[config.mk]
export PLATFORM = sky130hd
export DESIGN_NAME = tofc_host
export DESIGN_NICKNAME = d
export VERILOG_FILES = /design/src/include/tofc_pkg.sv /design/src/rtl/tofc_host.sv /design/src/rtl/tofc_sync.sv
export SDC_FILE = /design/constraint.sdc
export NUM_CORES = 1
export LEC_CHECK = 0
export BUFFER_PORTS_ARGS = -buffer_cell sky130_fd_sc_hd__buf_2
export CAP_MARGIN = 20
export CORE_ASPECT_RATIO = 0.9
export CORE_UTILIZATION = 53
export DETAILED_ROUTE_END_ITERATION = 10
export GPL_ROUTABILITY_DRIVEN = 0
export MAX_ROUTING_LAYER = met4
export PLACE_DENSITY = 0.84
export SYNTH_ARGS = -nofsm -noshare
export SYNTH_HDL_FRONTEND = slang
export SYNTH_SLANG_ARGS = --single-unit
[constraint.sdc]
create_clock -name i_sys_clk -period 3.12 [get_ports i_sys_clk]
set_input_delay 0.156 -clock i_sys_clk [delete_from_list [all_inputs] [get_ports i_sys_clk]]
set_output_delay 0.156 -clock i_sys_clk [all_outputs]
set_load 0.02 [all_outputs]
[src/include/tofc_pkg.sv]
package tofc_pkg;
	// ----------------------------------------------------------------
	// timing
	// ----------------------------------------------------------------
	localparam int SYS_CLK_MHZ = 25;
	localparam int SCL_PERIOD_NS = 1000;
	// quarter of a bit slot, rounded up so the bit rate never exceeds the ceiling
	localparam int QTR_CYC = (SCL_PERIOD_NS * SYS_CLK_MHZ + 3999) / 4000;
	localparam logic [2:0] QTR_LAST = 3'(QTR_CYC - 1);
	localparam int BOOT_TIME_NS = 1200000;
	localparam int BOOT_CYC = (BOOT_TIME_NS * SYS_CLK_MHZ + 999) / 1000;

	// ----------------------------------------------------------------
	// sensor side
	// ----------------------------------------------------------------
	localparam logic [7:0] ADDR_WR = 8'h52;
	localparam logic [7:0] ADDR_RD = 8'h53;
	localparam logic [15:0] IDX_PART_IDENTIFIER = 16'h010f;
	localparam logic [15:0] IDX_PART_KIND_CODE = 16'h0110;

	// ----------------------------------------------------------------
	// own registers, byte offsets
	// ----------------------------------------------------------------
	localparam logic [7:0] REG_CTRL = 8'h00;
	localparam logic [7:0] REG_CMD = 8'h04;
	localparam logic [7:0] REG_WDATA = 8'h08;
	localparam logic [7:0] REG_RDATA = 8'h0c;
	localparam logic [7:0] REG_STATUS = 8'h10;
	localparam int CTRL_PWR = 0;
	localparam int CTRL_PIN_MODE = 1;
	localparam int CMD_IDX_LSB = 0;
	localparam int CMD_LEN_LSB = 16;
	localparam int CMD_READ = 19;
	localparam int CMD_GO = 31;
	localparam int STAT_BUSY = 0;
	localparam int STAT_BOOTED = 1;
	localparam int STAT_NACK = 2;
	localparam int STAT_DONE = 3;
	localparam int STAT_REFUSED = 4;
	localparam int STAT_INT = 5;
	localparam int STAT_SCL = 6;
	localparam int STAT_SDA = 7;
	localparam logic [31:0] WORD_RST = 32'h0;

	typedef enum logic [2:0] {
		ST_IDLE = 3'b000,
		ST_START = 3'b001,
		ST_ADDR = 3'b010,
		ST_IDXH = 3'b011,
		ST_IDXL = 3'b100,
		ST_WDATA = 3'b101,
		ST_RDATA = 3'b110,
		ST_STOP = 3'b111
	} tofc_state_t;

	typedef struct packed {
		logic scl_out;
		logic scl_oe;
		logic sda_out;
		logic sda_oe;
		logic shutdown_n_pin;
	} tofc_pins_t;

	typedef struct packed {
		tofc_state_t fsm;
		logic [1:0] q;
		logic [2:0] tick;
		logic [3:0] bitn;
		logic [7:0] sh;
		logic smp;
		logic rw;
		logic rd_phase;
		logic [2:0] len;
		logic [2:0] left;
		logic [15:0] idx;
		logic [31:0] wsh;
		logic [31:0] rdata;
		logic nack;
		logic done;
		logic refused;
		logic scl_oe;
		logic sda_oe;
		logic pwr;
		logic pin_mode;
		logic [31:0] wdata;
		logic booted;
		logic [19:0] boot_cnt;
		logic dp_wr;
		logic [7:0] dp_addr;
		logic [31:0] hrdata;
	} tofc_core_t;
endpackage

[src/rtl/tofc_host.sv]
// Function
// - address byte lsb picks direction: 0x53 reads, 0x52 writes
// - write message: two index bytes follow, high byte first
// - sample sda on rising scl; sda steady while scl high
// - every byte gets one ack from its receiver
// - only the controller ends: stop, or nack after last read byte
// - 8, 16 or 32 bit access, msb at lowest index
// - host reads result after interrupt, then clears it
// - boot takes at most 1.2 ms; host waits that long
// - host raises shutdown only with supply on, always drives it
// - controller makes scl, starts transfers, at most 1 Mbit/s
//
// Design decision made here: register access over AHB-Lite.
`timescale 1ns/10ps
`default_nettype none
module tofc_host #(
	parameter int BOOT_CYCLES = tofc_pkg::BOOT_CYC
) (
	input wire logic i_sys_clk,
	input wire logic i_srst,
	input wire logic i_hsel,
	input wire logic [31:0] i_haddr,
	input wire logic [1:0] i_htrans,
	input wire logic i_hwrite,
	input wire logic [2:0] i_hsize,
	input wire logic [31:0] i_hwdata,
	input wire logic i_hready,
	output logic o_hreadyout,
	output logic o_hresp,
	output logic [31:0] o_hrdata,
	input wire logic i_scl_in,
	input wire logic i_sda_in,
	input wire logic i_interrupt_out_pin_n,
	output var tofc_pkg::tofc_pins_t o_pins
);
	import tofc_pkg::*;

	tofc_core_t st;
	tofc_core_t next_st;
	logic [2:0] pins_sync;
	logic scl_in;
	logic sda_in;
	logic int_n;
	logic qend;
	logic addr_ph;

	// ----------------------------------------------------------------
	// pin inputs
	// ----------------------------------------------------------------
	tofc_sync #(.W(3)) u_sync (
		.i_sys_clk(i_sys_clk),
		.i_srst(i_srst),
		.i_async({i_scl_in, i_sda_in, i_interrupt_out_pin_n}),
		.o_sync(pins_sync)
	);
	assign scl_in = pins_sync[2];
	assign sda_in = pins_sync[1];
	assign int_n = pins_sync[0];

	assign qend = (st.tick == QTR_LAST);
	// hsize ignored: only whole words are supported
	assign addr_ph = i_hsel && i_htrans[1] && i_hready;

	// ----------------------------------------------------------------
	// next state
	// ----------------------------------------------------------------
	always_comb begin
		logic [31:0] stat;
		logic [2:0] len;
		stat = WORD_RST;
		len = i_hwdata[CMD_LEN_LSB +: 3];
		next_st = st;
		if (len > 3'd4) begin
			len = 3'd4;
		end
		stat[STAT_BUSY] = (st.fsm != ST_IDLE);
		stat[STAT_BOOTED] = st.booted;
		stat[STAT_NACK] = st.nack;
		stat[STAT_DONE] = st.done;
		stat[STAT_REFUSED] = st.refused;
		stat[STAT_INT] = st.pin_mode && !int_n;
		stat[STAT_SCL] = scl_in;
		stat[STAT_SDA] = sda_in;

		// bus slave, zero wait states
		next_st.dp_wr = addr_ph && i_hwrite;
		next_st.dp_addr = i_haddr[7:0];
		if (addr_ph && !i_hwrite) begin
			case (i_haddr[7:0])
				REG_CTRL: next_st.hrdata = {30'h0, st.pin_mode, st.pwr};
				REG_CMD: next_st.hrdata = {12'h0, st.rw, st.len, st.idx};
				REG_WDATA: next_st.hrdata = st.wdata;
				REG_RDATA: next_st.hrdata = st.rdata;
				REG_STATUS: next_st.hrdata = stat;
				default: next_st.hrdata = WORD_RST;
			endcase
		end
		if (st.dp_wr) begin
			case (st.dp_addr)
				REG_CTRL: begin
					next_st.pwr = i_hwdata[CTRL_PWR];
					next_st.pin_mode = i_hwdata[CTRL_PIN_MODE];
				end
				REG_WDATA: next_st.wdata = i_hwdata;
				REG_CMD: begin
					if (i_hwdata[CMD_GO] && st.booted && st.fsm == ST_IDLE) begin
						next_st.fsm = ST_START;
						next_st.q = 2'd0;
						next_st.tick = 3'd0;
						next_st.rw = i_hwdata[CMD_READ];
						next_st.rd_phase = 1'b0;
						next_st.idx = i_hwdata[CMD_IDX_LSB +: 16];
						next_st.len = len;
						// an empty read still fetches one byte; an empty write only sets the index
						next_st.left = (i_hwdata[CMD_READ] && len == 3'd0) ? 3'd1 : len;
						next_st.wsh = st.wdata << {3'd4 - len, 3'b000};
						next_st.rdata = WORD_RST;
						next_st.nack = 1'b0;
						next_st.done = 1'b0;
						next_st.refused = 1'b0;
					end else if (i_hwdata[CMD_GO]) begin
						next_st.refused = 1'b1;
					end
				end
				default: ;
			endcase
		end

		// boot wait after the shutdown pin rises
		if (!st.pwr) begin
			next_st.boot_cnt = 20'h0;
			next_st.booted = 1'b0;
		end else if (!st.booted) begin
			if (st.boot_cnt == 20'(BOOT_CYCLES - 1)) begin
				next_st.booted = 1'b1;
			end else begin
				next_st.boot_cnt = st.boot_cnt + 20'h1;
			end
		end

		// ------------------------------------------------------------
		// bit engine: four quarters per slot, scl high in the last two of a data slot
		// ------------------------------------------------------------
		if (st.fsm != ST_IDLE) begin
			next_st.tick = st.tick + 3'd1;
			if (qend) begin
				next_st.tick = 3'd0;
				next_st.q = st.q + 2'd1;
				if (st.q == 2'd2) begin
					next_st.smp = sda_in;
				end
				if (st.q == 2'd3) begin
					next_st.bitn = st.bitn + 4'd1;
					next_st.sh = {st.sh[6:0], st.smp};
					case (st.fsm)
						ST_START: begin
							next_st.fsm = ST_ADDR;
							next_st.bitn = 4'd0;
							next_st.sh = st.rd_phase ? ADDR_RD : ADDR_WR;
						end
						ST_STOP: begin
							next_st.fsm = ST_IDLE;
							next_st.done = 1'b1;
						end
						default: begin
							if (st.bitn == 4'd8) begin
								next_st.bitn = 4'd0;
								if (st.fsm == ST_RDATA) begin
									next_st.rdata = {st.rdata[23:0], st.sh};
									next_st.left = st.left - 3'd1;
									next_st.fsm = (st.left == 3'd1) ? ST_STOP : ST_RDATA;
								end else if (st.smp) begin
									// no ack from the sensor: give up with a stop
									next_st.nack = 1'b1;
									next_st.fsm = ST_STOP;
								end else begin
									case (st.fsm)
										ST_ADDR: begin
											if (st.rd_phase) begin
												next_st.fsm = ST_RDATA;
											end else begin
												next_st.fsm = ST_IDXH;
												next_st.sh = st.idx[15:8];
											end
										end
										ST_IDXH: begin
											next_st.fsm = ST_IDXL;
											next_st.sh = st.idx[7:0];
										end
										ST_IDXL: begin
											if (st.rw) begin
												// repeated start turns the bus round for the read
												next_st.fsm = ST_START;
												next_st.rd_phase = 1'b1;
											end else if (st.left != 3'd0) begin
												next_st.fsm = ST_WDATA;
												next_st.sh = st.wsh[31:24];
												next_st.wsh = {st.wsh[23:0], 8'h00};
											end else begin
												next_st.fsm = ST_STOP;
											end
										end
										ST_WDATA: begin
											next_st.left = st.left - 3'd1;
											if (st.left == 3'd1) begin
												next_st.fsm = ST_STOP;
											end else begin
												next_st.sh = st.wsh[31:24];
												next_st.wsh = {st.wsh[23:0], 8'h00};
											end
										end
										default: next_st.fsm = ST_STOP;
									endcase
								end
							end
						end
					endcase
				end
			end
		end

		// shutdown pin low: sensor is asleep, so drop any transfer at once
		if (!next_st.pwr) begin
			next_st.fsm = ST_IDLE;
			next_st.q = 2'd0;
			next_st.tick = 3'd0;
		end

		// line shapes from the coming slot, so pins leave flip-flops
		case (next_st.fsm)
			ST_IDLE: begin
				next_st.scl_oe = 1'b0;
				next_st.sda_oe = 1'b0;
			end
			ST_START: begin
				next_st.scl_oe = (next_st.q == 2'd0);
				next_st.sda_oe = next_st.q[1];
			end
			ST_STOP: begin
				next_st.scl_oe = (next_st.q == 2'd0);
				next_st.sda_oe = !next_st.q[1];
			end
			ST_RDATA: begin
				next_st.scl_oe = !next_st.q[1];
				next_st.sda_oe = (next_st.bitn == 4'd8) && (next_st.left != 3'd1);
			end
			default: begin
				next_st.scl_oe = !next_st.q[1];
				next_st.sda_oe = (next_st.bitn != 4'd8) && !next_st.sh[7];
			end
		endcase
	end

	always_ff @(posedge i_sys_clk) begin
		if (i_srst) begin
			st <= '0;
		end else begin
			st <= next_st;
		end
	end

	// ----------------------------------------------------------------
	// outputs
	// ----------------------------------------------------------------
	assign o_hreadyout = 1'b1;
	assign o_hresp = 1'b0;
	assign o_hrdata = st.hrdata;
	assign o_pins.scl_out = 1'b0;
	assign o_pins.scl_oe = st.scl_oe;
	assign o_pins.sda_out = 1'b0;
	assign o_pins.sda_oe = st.sda_oe;
	assign o_pins.shutdown_n_pin = st.pwr;

	// ----------------------------------------------------------------
	// checks
	// ----------------------------------------------------------------
	logic [19:0] pwr_age;
	always_ff @(posedge i_sys_clk) begin
		if (i_srst || !st.pwr) begin
			pwr_age <= 20'h0;
		end else if (pwr_age != 20'hfffff) begin
			pwr_age <= pwr_age + 20'h1;
		end
	end
endmodule
`default_nettype wire

[src/rtl/tofc_sync.sv]
`timescale 1ns/10ps
`default_nettype none
module tofc_sync #(
	parameter int W = 1
) (
	input wire logic i_sys_clk,
	input wire logic i_srst,
	input wire logic [W-1:0] i_async,
	output logic [W-1:0] o_sync
);
	typedef struct packed {
		logic [W-1:0] s1;
		logic [W-1:0] s2;
		logic [W-1:0] s3;
		logic [W-1:0] q;
	} tofc_sync_t;

	tofc_sync_t st;
	tofc_sync_t next_st;

	// idle bus lines and the released interrupt pin all sit high
	always_comb begin
		next_st = st;
		next_st.s1 = i_async;
		next_st.s2 = st.s1;
		next_st.s3 = st.s2;
		for (int i = 0; i < W; i++) begin
			if (st.s2[i] == st.s3[i]) begin
				next_st.q[i] = st.s3[i];
			end
		end
	end

	always_ff @(posedge i_sys_clk) begin
		if (i_srst) begin
			st <= '1;
		end else begin
			st <= next_st;
		end
	end

	assign o_sync = st.q;
endmodule
`default_nettype wire

Yosys cells after proc, flatten, opt, wreduce, memory -nomap -nowiden:

Cells that the tools add are included.

* RAM bits: 0
* register bits after elaboration: 222
* output and inout port bits: 39
* latch bits: 0
* word-level logic and storage cells: 186
* ROM bits: 0
* memories kept: 0

* reductions and logical operators: 37
* shift-type cells: 1
* div/mod/pow operators: 0
* $lt $le $gt $ge: 1
* muxes and demuxes: 76
* multiply operators: 0
* add/subtract/negate cells: 6
* equal/unequal tests: 28
* bitwise operators: 4

Operators with widths (count)
* $mux 32: 7
* $mux 66: 3
* $mux 90: 2
* $pmux 32 s5: 1
* $mux 65: 2
* $mux 89: 1
* $mux 8: 10
* $pmux 32 s2: 1
* $mux 21: 3
* $mux 3: 17
* $mux 34: 1
* $pmux 8 s4: 1
* $shl 32x6->32: 1
* $eq 8x4->1 const B: 3
* $mux 12: 2
* $pmux 12 s2: 1
* $eq 3x3->1 const B: 7
* $add 20x1->20 const B: 1
* $eq 20x15->1 const B: 1
* $mux 20: 1
* $mux 1: 18
* $eq 8x3->1 const B: 2
* $logic_not 8->1: 2
* $reduce_and 3->1: 5
* 27 further kinds: 60

Longest topological paths before layout:

Gate-level depths: netlist of the first run.

* depth in word-level cells: 19
* mapped depth: 12
* mapped depth without buffers: 10

By module:

Synthesis of the first run repeated with hierarchy kept, for this count alone.

* cells, all modules: 1207
* area total of the unflattened synthesis: 10323.7 um^2

By module, submodules not included
* tofc_host: area each 9944.5 um^2, cells an instance 1173, times used 1
* tofc_sync: area each 379.1 um^2, cells an instance 34, times used 1

Worst setup path before layout of the first run:

No wires, ideal clock.

* path type: reg2reg
* from: reg st[198] (netlist bit)
* to: reg st (netlist bit o_pins[1])
* period minus slack after synthesis: 2.302 ns
* data arrival time: 2.175 ns
* setup slack: 0.818 ns
* cell stages (with the launch flop): 10
* path through: dfxtp_1 inv_1 ha_1 and4bb_2 a31oi_1 o221ai_2 or3b_1 and2_1 nor4b_1 or3_1

* longest elaborated chain between the ends: 9

RTL lines
* from (decl): RTL line tofc_host.sv:38 `tofc_core_t st;`
* from (signal assigned): RTL line tofc_host.sv:258 `st <= next_st;`
* $add 4x1->4 or $eq 4x4->1 (tied branches): RTL line tofc_host.sv:153, tofc_host.sv:166
* $mux 12 or $mux 3 (tied branches): RTL line tofc_host.sv:166 `if (st.bitn == 4'd8) begin`
* $pmux 12 s2, or another cell as far along: RTL line tofc_host.sv:155 `case (st.fsm)`
* $mux 12 or $mux 3 (tied branches): RTL line tofc_host.sv:152 `if (st.q == 2'd3) begin`
* $mux 21 or $mux 3 (tied branches): RTL line tofc_host.sv:146 `if (qend) begin`
* $mux 21 or $mux 3 (tied branches): RTL line tofc_host.sv:144 `if (st.fsm != ST_IDLE) begin`
* $ne 4x4->1, or another cell as far along: RTL line tofc_host.sv:249 `next_st.sda_oe = (next_st.bitn != 4'd8) && !next_st.sh[7];`
* $logic_and 1x1->1, or another cell as far along: RTL line tofc_host.sv:249
* $pmux 2 s4 *: RTL line tofc_host.sv:230 `case (next_st.fsm)`

Every way passes the cells marked *; elsewhere a longest branch is shown, timed or not.
A chain may end at the register's enable or synchronous reset.

Worst setup path after layout of the first run:

* from: reg st[208] (netlist bit)
* to: reg st (netlist bit o_pins[1])

* longest elaborated chain between the ends: 17

RTL lines
* $logic_not 3->1: RTL line tofc_host.sv:106 `if (i_hwdata[CMD_GO] && st.booted && st.fsm == ST_IDLE) begin`
* $logic_and 1x1->1: RTL line tofc_host.sv:106
* $mux 8: RTL line tofc_host.sv:106
* $mux 8: RTL line tofc_host.sv:99 `case (st.dp_addr)`
* $mux 8: RTL line tofc_host.sv:98 `if (st.dp_wr) begin`
* $mux 3: RTL line tofc_host.sv:205 `if (st.left == 3'd1) begin`
* $pmux 3 s4: RTL line tofc_host.sv:177 `case (st.fsm)`
* $mux 3: RTL line tofc_host.sv:172 `end else if (st.smp) begin`
* $mux 3: RTL line tofc_host.sv:168 `if (st.fsm == ST_RDATA) begin`
* $mux 3: RTL line tofc_host.sv:166
* $pmux 3 s2: RTL line tofc_host.sv:155
* $mux 3: RTL line tofc_host.sv:152
* $mux 21: RTL line tofc_host.sv:146
* $mux 21: RTL line tofc_host.sv:144
* $mux 8: RTL line tofc_host.sv:223 `if (!next_st.pwr) begin`
* $eq 3x3->1, or another cell as far along: RTL line tofc_host.sv:230
* $pmux 2 s4 *: RTL line tofc_host.sv:230

Every way passes the cells marked *; elsewhere a longest branch is shown, timed or not. The select of a mux whose other input is x is not followed.

==> run summary, run 1 <==
CTS root buf -> clkbuf_16
Setup_tns -> 0 ns
Yosys warnings -> 0
Die Y -> 134 um
Setup CP Type -> reg -> reg
Dpl hpwl -> 19.6 mm
Synth-to-layout area growth -> 14.6%
Req. time, crit path -> 3.51 ns
Most common library cells after synthesis -> 231 x nand2_1, 222 x dfxtp_1, 143 x a21oi_1
Core area -> 18,700 um^2
DRC -> 0
Syn Inst Count -> 1,268
Routed Antenna Nets -> 0
Power Dens Cells -> 500 nW/um^2
Initial DRC Count -> 1,458
Synth area leader -> dfxtp_1
CP arrival -> 3.08 ns
Ys flop type -> dfxtp_1
Max Cap Viol -> 0
Worst Hold Margin -> 0.0245 ns
Fin crit period -> 2.68 ns
# placed instances -> 1,499
Clk sink count -> 222
Tcrit/Tclk final -> 86.0%
Worst-margin pin slew -> 0.784 ns
WL final -> 29.2 mm
Routed length per instance -> 18.4 um
CTS tree -> built
Outcome -> completed
Avg Cell Area, Syn -> 8.10 um^2
Chip width -> 149 um
Post-CTS sizing -> 0
Num CTS Buffers -> 24
Area contributors post-synth -> dfxtp_1 43%, nand2_1 8.4%, a21oi_1 7.0%
Vias in the first global route -> 9,127
VDD IR-drop max -> 0.305 mV
N_diodes -> 0
Synth Cell Area -> 10,300 um^2
Seq/Total Area, Yosys -> 43.3%
Slew headroom -> 47.7%
H-Tree Depth -> 1
Setup Skew -> 0.0146 ns
Clock transition at path regs -> 0.06 ns
Starting Density -> 54.9%
Ports -> 116
Synth top area share -> 43.3%
Pre-antenna DRT Iters -> 6
Global-route usage over all layers -> 30.2%
Unique masters post-synth -> 78
Share of layout cells above drive strength 1 -> 14.1%
Max frequency -> 373 MHz
IO Port Bufs -> 83
Final Hold Viols -> 0
Most frequent cell after synthesis -> nand2_1
Final setup violation count -> 0
Max Fanout on Critical Path -> 18
Largest net degree at the start of global routing -> 68
Via/cell ratio -> 6.13
Critical path capture point type -> register
Clock buffer depth -> 3
First-pass GRT wire length -> 46.8 mm
Lkg Pwr -> 0.00438 uW
FP Rows -> 47
GR Overflow Total -> 0
Die Area -> 19,900 um^2
EDFF count, synth -> 0
Hold Path Class -> in -> reg
RSZ-0062 raised after global routing -> false
Final Max Slew Viols -> 0
Total number of vias -> 9,690
Post-route insts no fill -> 1,582
Worst-Skew Late Latency -> 0.52 ns
Crit start category -> register
Initial antenna violation count -> 0
Ys async rst share -> 0%
Final nets -> 1,409
Register bit count reported by yosys -> 222
## critical path, cell delays in order, from the launching register on
cell and delay (ns):
dfxtp_1 0.70, nor4b_4 0.62, o21bai_1 0.15, o2bb2ai_1 0.14, a211o_1 0.36, nor4b_1 0.17, o311a_1 0.11, or3_1 0.30
## registers in the layout, indices dropped and copies added (netlist names)
signal	cells
st	175
u_sync.st	3
u_sync.next_st	6
u_sync.o_sync	3
o_hrdata	32
o_pins	3
## worst paths after layout
check / from / to / slack, ns / cells past startpoint
worst max-delay path: st[208]$_SDFF_PP0_ / o_pins[1]$_SDFF_PP0_ / 0.44 / 7
worst min-delay path: i_srst / st[100]$_SDFF_PP0_ / 0.02 / 2
worst max register to register: st[208]$_SDFF_PP0_ / o_pins[1]$_SDFF_PP0_ / 0.44 / 7
worst min register to register: u_sync.next_st[7]$_SDFF_PP1_ / u_sync.next_st[4]$_SDFF_PP1_ / 0.41 / 1
## cells by family after synthesis
logic type / after synthesis / synth area share, %
other: 2 / 0.0731
DFF: 222 / 43.3
buffers and inverters: 145 / 6.98
adders and majority gates: 10 / 1.22
xor gates and xnor gates: 19 / 1.62
and+or+nand+nor: 528 / 24.3
AOI/OAI and AO/OA: 298 / 18.2
muxes: 44 / 4.40
## layer usage
| layer | up-vias | part of all wire [%] | global-route usage, % |
|---|---|---|---|
| met3 | 106 | 13 | 6.90 |
| li1 | 4500 | - | - |
| met5 | - | 0 | - |
| met2 | 585 | 42 | 43.7 |
| met4 | 0 | 4.1 | 10.8 |
| met1 | 4499 | 41 | 41.0 |
## placed cells by master, fill, tap and decap left out, types with 15 or more instances in the layout
master / count
a21oi_1: 143
a221oi_1: 16
a222oi_1: 15
and3_1: 21
buf_2: 82
buf_4: 31
clkbuf_16: 24
dfxtp_1: 222
dlygate4sd3_1: 42
inv_1: 15
mux2i_1: 35
nand2_1: 231
nand3_1: 25
nor2_1: 112
nor3_1: 48
o21ai_0: 47
## through the flow
stage	worst slack [ns]	cell area (um^2)	power [uW]	utilization (%)
after detailed placement	0.523	10600	3140	56.6
after global routing	0.284	11800	6050	63.0
after floorplan	0.818	10300	3070	-
after global placement	0.581	10600	3140	56.6
final	0.436	11800	5890	63.0
after CTS	0.508	11800	5900	63.0
## power breakdown
group	switching [uW]	internal (uW)
Combinational	156	109
Clock	1140	1620
Sequential	10.3	2850
Total	1310	4580
## final cells by class
class,count,area (um^2)
fill,1545,6930
multi-input combinational,903,5130
sequential,222,4440
timing repair buffer,155,1060
clock buffer,34,688
tap,245,307
clock inverter,7,77.6
inverter,16,60.1
## what timing repair did
item	4_1_cts	5_1_grt
hold buffers	42	0
buffers inserted	0	0
hold endpoints to repair	59	0
setup endpoints to repair	0	0
No activity file was read; power rests on OpenSTA's default activity.
==> inputs of run 2 (changes only) <==
--- a/config.mk
+++ b/config.mk
@@ -5,13 +5,13 @@
 export SDC_FILE = /design/constraint.sdc
 export NUM_CORES = 1
 export LEC_CHECK = 0
+export ABC_AREA = 1
 export BUFFER_PORTS_ARGS = -buffer_cell sky130_fd_sc_hd__buf_2
 export CAP_MARGIN = 20
 export CORE_ASPECT_RATIO = 0.9
 export CORE_UTILIZATION = 53
 export DETAILED_ROUTE_END_ITERATION = 10
 export GPL_ROUTABILITY_DRIVEN = 0
-export MAX_ROUTING_LAYER = met4
 export PLACE_DENSITY = 0.84
 export SYNTH_ARGS = -nofsm -noshare
 export SYNTH_HDL_FRONTEND = slang
==> run 2 against run 1 <==
Against the previous run:
- hold slack got worse by 0.0056 ns
- sequential share of layout area shrank 1.7 points
- register-to-register slack lost 0.02 ns
- synthesized area is 5.9% higher
- critical path depth is 2 higher
- first-iteration DRC count down 11%
==> run summary, run 2 <==
CP dominant cell by count -> inv_2
FP Rows -> 49
Seq/Total Area, Yosys -> 40.8%
Final setup violation count -> 0
Clock buffer depth -> 3
Ports -> 116
Most frequent cell after synthesis -> nand2_1
Family with the most delay on the worst path -> simple AND/OR/NAND/NOR gates
RR Endpoint -> st[129]$_SDFF_PP0_
Max frequency -> 370 MHz
Largest net degree at the start of global routing -> 74
Crit start category -> register
First-pass GRT wire length -> 49.1 mm
Seq. cell area -> 4440 um^2
Clk sink count -> 222
Hold EP -> st[64]$_SDFFE_PP0P_
Global-route usage over all layers -> 29.4%
Req. time, crit path -> 3.55 ns
Unique masters post-synth -> 49
Tcrit/Tclk final -> 86.7%
Hold Path Class -> in -> reg
Dpl hpwl -> 21.6 mm
H-Tree Depth -> 1
Routed Antenna Nets -> 0
Setup CP Type -> reg -> reg
Slew headroom -> 41.5%
Number of cells on the critical path -> 9
Multi-input gate area -> 5160 um^2
VDD IR-drop max -> 0.403 mV
R2R setup slack -> 0.42 ns
EDFF count, synth -> 0
Final Hold Viols -> 0
HP Start -> i_hwdata[2]
Chip width -> 153 um
Initial DRC Count -> 1,293
Max Cap Viol -> 0
Cell Chain, Critical Path -> inv_2 > nand2_8 > nand2_4 > nor2_4 > nand2_1 > inv_2 > buf_12 > a21oi_1 > a211oi_1
Num CTS Buffers -> 23
Core area -> 20,000 um^2
IO Port Bufs -> 83
Crit path buffers/inverters -> 3
Vias in the first global route -> 9,554
Die Area -> 21,100 um^2
Register bit count reported by yosys -> 222
Total number of vias -> 10,700
Critical path capture point type -> register
Postcts setup bufs -> 0
Reg2Reg Depth -> 9
CP arrival -> 3.13 ns
Xor/xnor share of the synthesized area -> 1.21%
Crit-path slowest cell -> dfxtp_1
Max reg flops -> 175
Outcome -> completed
Reg2reg start -> st[207]$_SDFF_PP0_
Synth-to-layout area growth -> 13.2%
Worst-Skew Late Latency -> 0.52 ns
Most flops, register -> st
Commonest non-fill, non-tap cell in the layout -> nand2_1
Area contributors post-synth -> dfxtp_1 41%, nand2_1 9.1%, a21oi_1 6.9%
Starting Density -> 54.3%
Post-CTS sizing -> 0
CTS tree -> built
GR Overflow Total -> 0
Via/cell ratio -> 5.93
Hold depth -> 3
Fin crit period -> 2.70 ns
Compound-Gate Fraction of Synth Area -> 20.6%
Initial antenna violation count -> 1
Pre-antenna DRT Iters -> 6
Synth area leader -> dfxtp_1
Clock transition at path regs -> 0.06 ns
Worst-margin pin slew -> 0.877 ns
Final nets -> 1,627
Largest family of logic cells by synthesized area -> simple AND/OR/NAND/NOR gates
Die Y -> 138 um
Lkg Pwr -> 0.00443 uW
Synth Area in Adders -> 1.15%
Share of layout cells above drive strength 1 -> 13.0%
Synth Area in Simple Gates -> 24.3%
Setup Skew -> 0.0175 ns
CTS root buf -> clkbuf_16
Worst stage delay on the critical path -> 0.64 ns
Fin util -> 61.4%
Routed length per instance -> 17.6 um
Ys flop type -> dfxtp_1
Avg Cell Area, Syn -> 7.30 um^2
Multiplexer share of the synthesized area -> 0%
Most frequent cells in the layout -> 263 x nand2_1, 222 x dfxtp_1, 150 x a21oi_1
Setup_tns -> 0 ns
Synth Cell Area -> 10,900 um^2
Yosys warnings -> 0
Fill cells -> 1,724
Power Dens Cells -> 482 nW/um^2
Ys async rst share -> 0%
DRC -> 0
Max Fanout on Critical Path -> 33
Synth top area share -> 40.8%
Most common library cells after synthesis -> 263 x nand2_1, 222 x dfxtp_1, 150 x a21oi_1
Syn Inst Count -> 1,490
RSZ-0062 raised after global routing -> false
WL final -> 31.9 mm
Final Max Slew Viols -> 0
==> run 2: area by class of cell <==
class / instances / share of cell area (%)
clock inverter: 12 / 1.19
clock buffer: 28 / 4.99
timing repair buffer: 145 / 8.11
tap: 255 / 2.59
multi-input combinational: 982 / 41.9
antenna: 2 / 0.0406
sequential: 222 / 36.1
inverter: 166 / 5.06
==> run 2: worst register-to-register path, cell delays in order, from the launching register on <==
cell and delay (ns):
dfxtp_1 0.64, inv_2 0.19, nand2_8 0.16, nand2_4 0.09
nor2_4 0.28, nand2_1 0.34, inv_2 0.40, buf_12 0.24
a21oi_1 0.07, a211oi_1 0.22
==> run 2: how the worst max path moves through the flow <==
stage | slack [ns] | to | start
after floorplan | 1.16 | st[155]$_SDFF_PP0_ | i_hwdata[16]
after global placement | 0.58 | st[104]$_SDFF_PP0_ | st[207]$_SDFF_PP0_
after detailed placement | 0.48 | st[158]$_SDFF_PP0_ | st[208]$_SDFF_PP0_
after CTS | 0.48 | st[158]$_SDFF_PP0_ | st[208]$_SDFF_PP0_
after global routing | 0.22 | st[126]$_SDFF_PP0_ | st[207]$_SDFF_PP0_
final | 0.42 | st[129]$_SDFF_PP0_ | st[207]$_SDFF_PP0_
==> run 2: kinds of logic after synthesis <==
logic type | Yosys count
AOI/OAI and AO/OA | 386
other | 2
xor gates and xnor gates | 15
and+or+nand+nor | 567
buffers and inverters | 288
DFF | 222
adders and majority gates | 10
==> run 2: per-layer routing <==
layer	vias up	GRT usage [%]	part of all wire [%]
met3	106	6.38	11
met4	0	12.2	3.9
met1	4928	39.0	40
met2	609	46.4	45
li1	5095	-	-
met5	-	0	0
==> run 2: power by group <==
part	internal (uW)	switching [uW]
Combinational	99.5	182
Clock	1650	1150
Sequential	2850	5.88
Total	4600	1340
==> run 2: what timing repair did <==
| action | 4_1_cts | 5_1_grt |
|---|---|---|
| hold endpoints to repair | 61 | 0 |
| hold buffers | 41 | 0 |
| setup endpoints to repair | 0 | 0 |
==> run 2: through the flow <==
stage | setup slack [ns] | hold WS, ns | power [uW] | area [um^2] | instances
finish | 0.415 | 0.0189 | 5930 | 12300 | 1812
global route | 0.218 | 0.0272 | 6110 | 12300 | 1810
CTS | 0.481 | 0.0166 | 5950 | 12300 | 1810
detailed placement | 0.484 | 0.340 | 3140 | 11100 | 1729
global placement | 0.578 | 0.337 | 3140 | 11100 | 1729
floorplan | 1.16 | 0.260 | 3060 | 10900 | 1492
==> inputs of run 3 (changes only) <==
--- a/config.mk
+++ b/config.mk
@@ -12,6 +12,7 @@
 export CORE_UTILIZATION = 53
 export DETAILED_ROUTE_END_ITERATION = 10
 export GPL_ROUTABILITY_DRIVEN = 0
+export HOLD_SLACK_MARGIN = 0.03
 export PLACE_DENSITY = 0.84
 export SYNTH_ARGS = -nofsm -noshare
 export SYNTH_HDL_FRONTEND = slang
==> run 3 against run 2 <==
Against the previous run:
- combinational power increased by 1%
- non-clock buffer count increased by 4
- highest routed layer unchanged
- register-to-register slack got worse by 0.02 ns
- flip-flop and latch count unchanged
- die area unchanged
- routed wire length about the same
- cell count increased by 0.22%
- sequential share of layout area decreased by 0.12 points
- first-iteration DRC count increased by 6.0%
- power increased by 0.13%
==> run summary, run 3 (same netlist as run 2, synthesis figures left out) <==
Largest net degree at the start of global routing -> 74
Fill cells -> 1,718
VDD IR-drop max -> 0.403 mV
Gate power share -> 4.8%
CTS tree -> built
Tcrit/Tclk final -> 87.3%
Max frequency -> 367 MHz
Worst-Skew Late Latency -> 0.52 ns
Setup Skew -> 0.0141 ns
Share of layout cells above drive strength 1 -> 13.0%
Final setup violation count -> 0
Routed Antenna Nets -> 0
Final Max Slew Viols -> 0
Pre-CTS setup slack -> 0.484 ns
Final nets -> 1,631
Dpl hpwl -> 21.6 mm
Die Area -> 21,100 um^2
Via/cell ratio -> 5.91
Req. time, crit path -> 3.53 ns
Final worst slack -> 0.398 ns
Final Hold Viols -> 0
Cell Int Power -> 4600 uW
Setup_tns -> 0 ns
Seq pwr share -> 48.0%
Slew headroom -> 39.2%
FP Rows -> 49
RSZ-0062 raised after global routing -> false
Max Fanout on Critical Path -> 13
Initial DRC Count -> 1,371
Most flops, register -> st
GR Overflow Total -> 0
Chip width -> 153 um
Met1 WL -> 12.5 mm
Fin crit period -> 2.72 ns
Max Used Layer -> met4
Clock power share -> 47.2%
Lkg Pwr -> 0.00445 uW
Power Dens Cells -> 481 nW/um^2
Synth-to-layout area growth -> 13.6%
Routed length per instance -> 17.6 um
Max reg flops -> 175
Initial antenna violation count -> 1
Total number of vias -> 10,700
Ports -> 116
Clock buffer depth -> 3
Setup CP Type -> reg -> reg
Crit start category -> register
Vias in the first global route -> 9,542
H-Tree Depth -> 1
CTS root buf -> clkbuf_16
CP arrival -> 3.13 ns
Postcts setup bufs -> 0
Most frequent cells in the layout -> 263 x nand2_1, 222 x dfxtp_1, 150 x a21oi_1
Clk sink count -> 222
Die Y -> 138 um
Starting Density -> 54.3%
DRC -> 0
Outcome -> completed
Pre-antenna DRT Iters -> 6
Commonest non-fill, non-tap cell in the layout -> nand2_1
Hold Path Class -> in -> reg
Num CTS Buffers -> 23
IO Port Bufs -> 83
Max Cap Viol -> 0
Core area -> 20,000 um^2
Sw Ratio -> 22.6%
Critical path capture point type -> register
WL final -> 31.9 mm
First-pass GRT wire length -> 49.0 mm
Met2 wire length -> 14.2 mm
Met3 routed WL -> 3.84 mm
Clock transition at path regs -> 0.06 ns
NetSw -> 1340 uW
Global-route usage over all layers -> 29.4%
Worst-margin pin slew -> 0.911 ns
[run 3: cell types whose count changed in the layout (fill, tap and decap cells not counted)]
| cell | delta |
|---|---|
| dlygate4sd3_1 | +4 |
[run 3: worst paths after layout]
check / start / endpoint / slack [ns] / cells after the start
worst max register to register: st[207]$_SDFF_PP0_ / st[158]$_SDFF_PP0_ / 0.40 / 8
worst min-delay path: i_hwdata[18] / st[80]$_SDFFE_PP0P_ / 0.11 / 3
worst min register to register: u_sync.next_st[8]$_SDFF_PP1_ / u_sync.next_st[5]$_SDFF_PP1_ / 0.41 / 1
worst max-delay path: st[207]$_SDFF_PP0_ / st[158]$_SDFF_PP0_ / 0.40 / 8
[run 3: what timing repair did]
| action | in CTS | in global routing |
|---|---|---|
| hold endpoints to repair | 70 | 0 |
| gates resized for setup | 0 | 0 |
| hold buffers | 45 | 0 |
[run 3: per-layer routing]
layer  track usage, %  vias up
li1                 -     5102
met1             38.8     4907
met2             46.6      609
met3             6.53      114
met4             12.1        0
met5                0        -
[run 3: worst max-delay path, cell delays in order, from the launching register on]
cell,delay [ns]
dfxtp_1,0.64
inv_2,0.19
nand2_8,0.16
nand2_4,0.09
nor2_4,0.28
nand3_2,0.16
nor2_2,0.21
nand3_1,0.46
o32ai_1,0.42
[run 3: power groups by stage]
stage / clock (uW) / sequential, uW / combinational [uW]
floorplan: 0 / 2910 / 147
global placement: 0 / 2910 / 224
detailed placement: 0 / 2920 / 229
CTS: 2830 / 2850 / 274
global route: 2960 / 2850 / 305
finish: 2800 / 2850 / 286
[run 3: area by class of cell]
class	count	area (um^2)	share of cell area [%]
Clock inverter	12	146	1.18
Tap cell	255	319	2.58
Clock buffer	28	614	4.97
Sequential cell	222	4440	36.0
Inverter	166	623	5.04
Timing Repair Buffer	149	1040	8.41
Antenna cell	2	5.00	0.0405
Multi-Input combinational cell	982	5160	41.8
[run 3: through the flow]
| step | hold slack [ns] | area (um^2) | cells | total power (uW) | utilization (%) |
|---|---|---|---|---|---|
| 2_1_floorplan | 0.260 | 10900 | 1492 | 3060 | - |
| 3_3_place_gp | 0.337 | 11100 | 1729 | 3140 | 55.6 |
| 3_5_place_dp | 0.340 | 11100 | 1729 | 3140 | 55.6 |
| 4_1_cts | 0.101 | 12400 | 1814 | 5950 | 61.6 |
| 5_1_grt | 0.150 | 12400 | 1814 | 6110 | 61.6 |
| 6_report | 0.114 | 12400 | 1816 | 5940 | 61.6 |
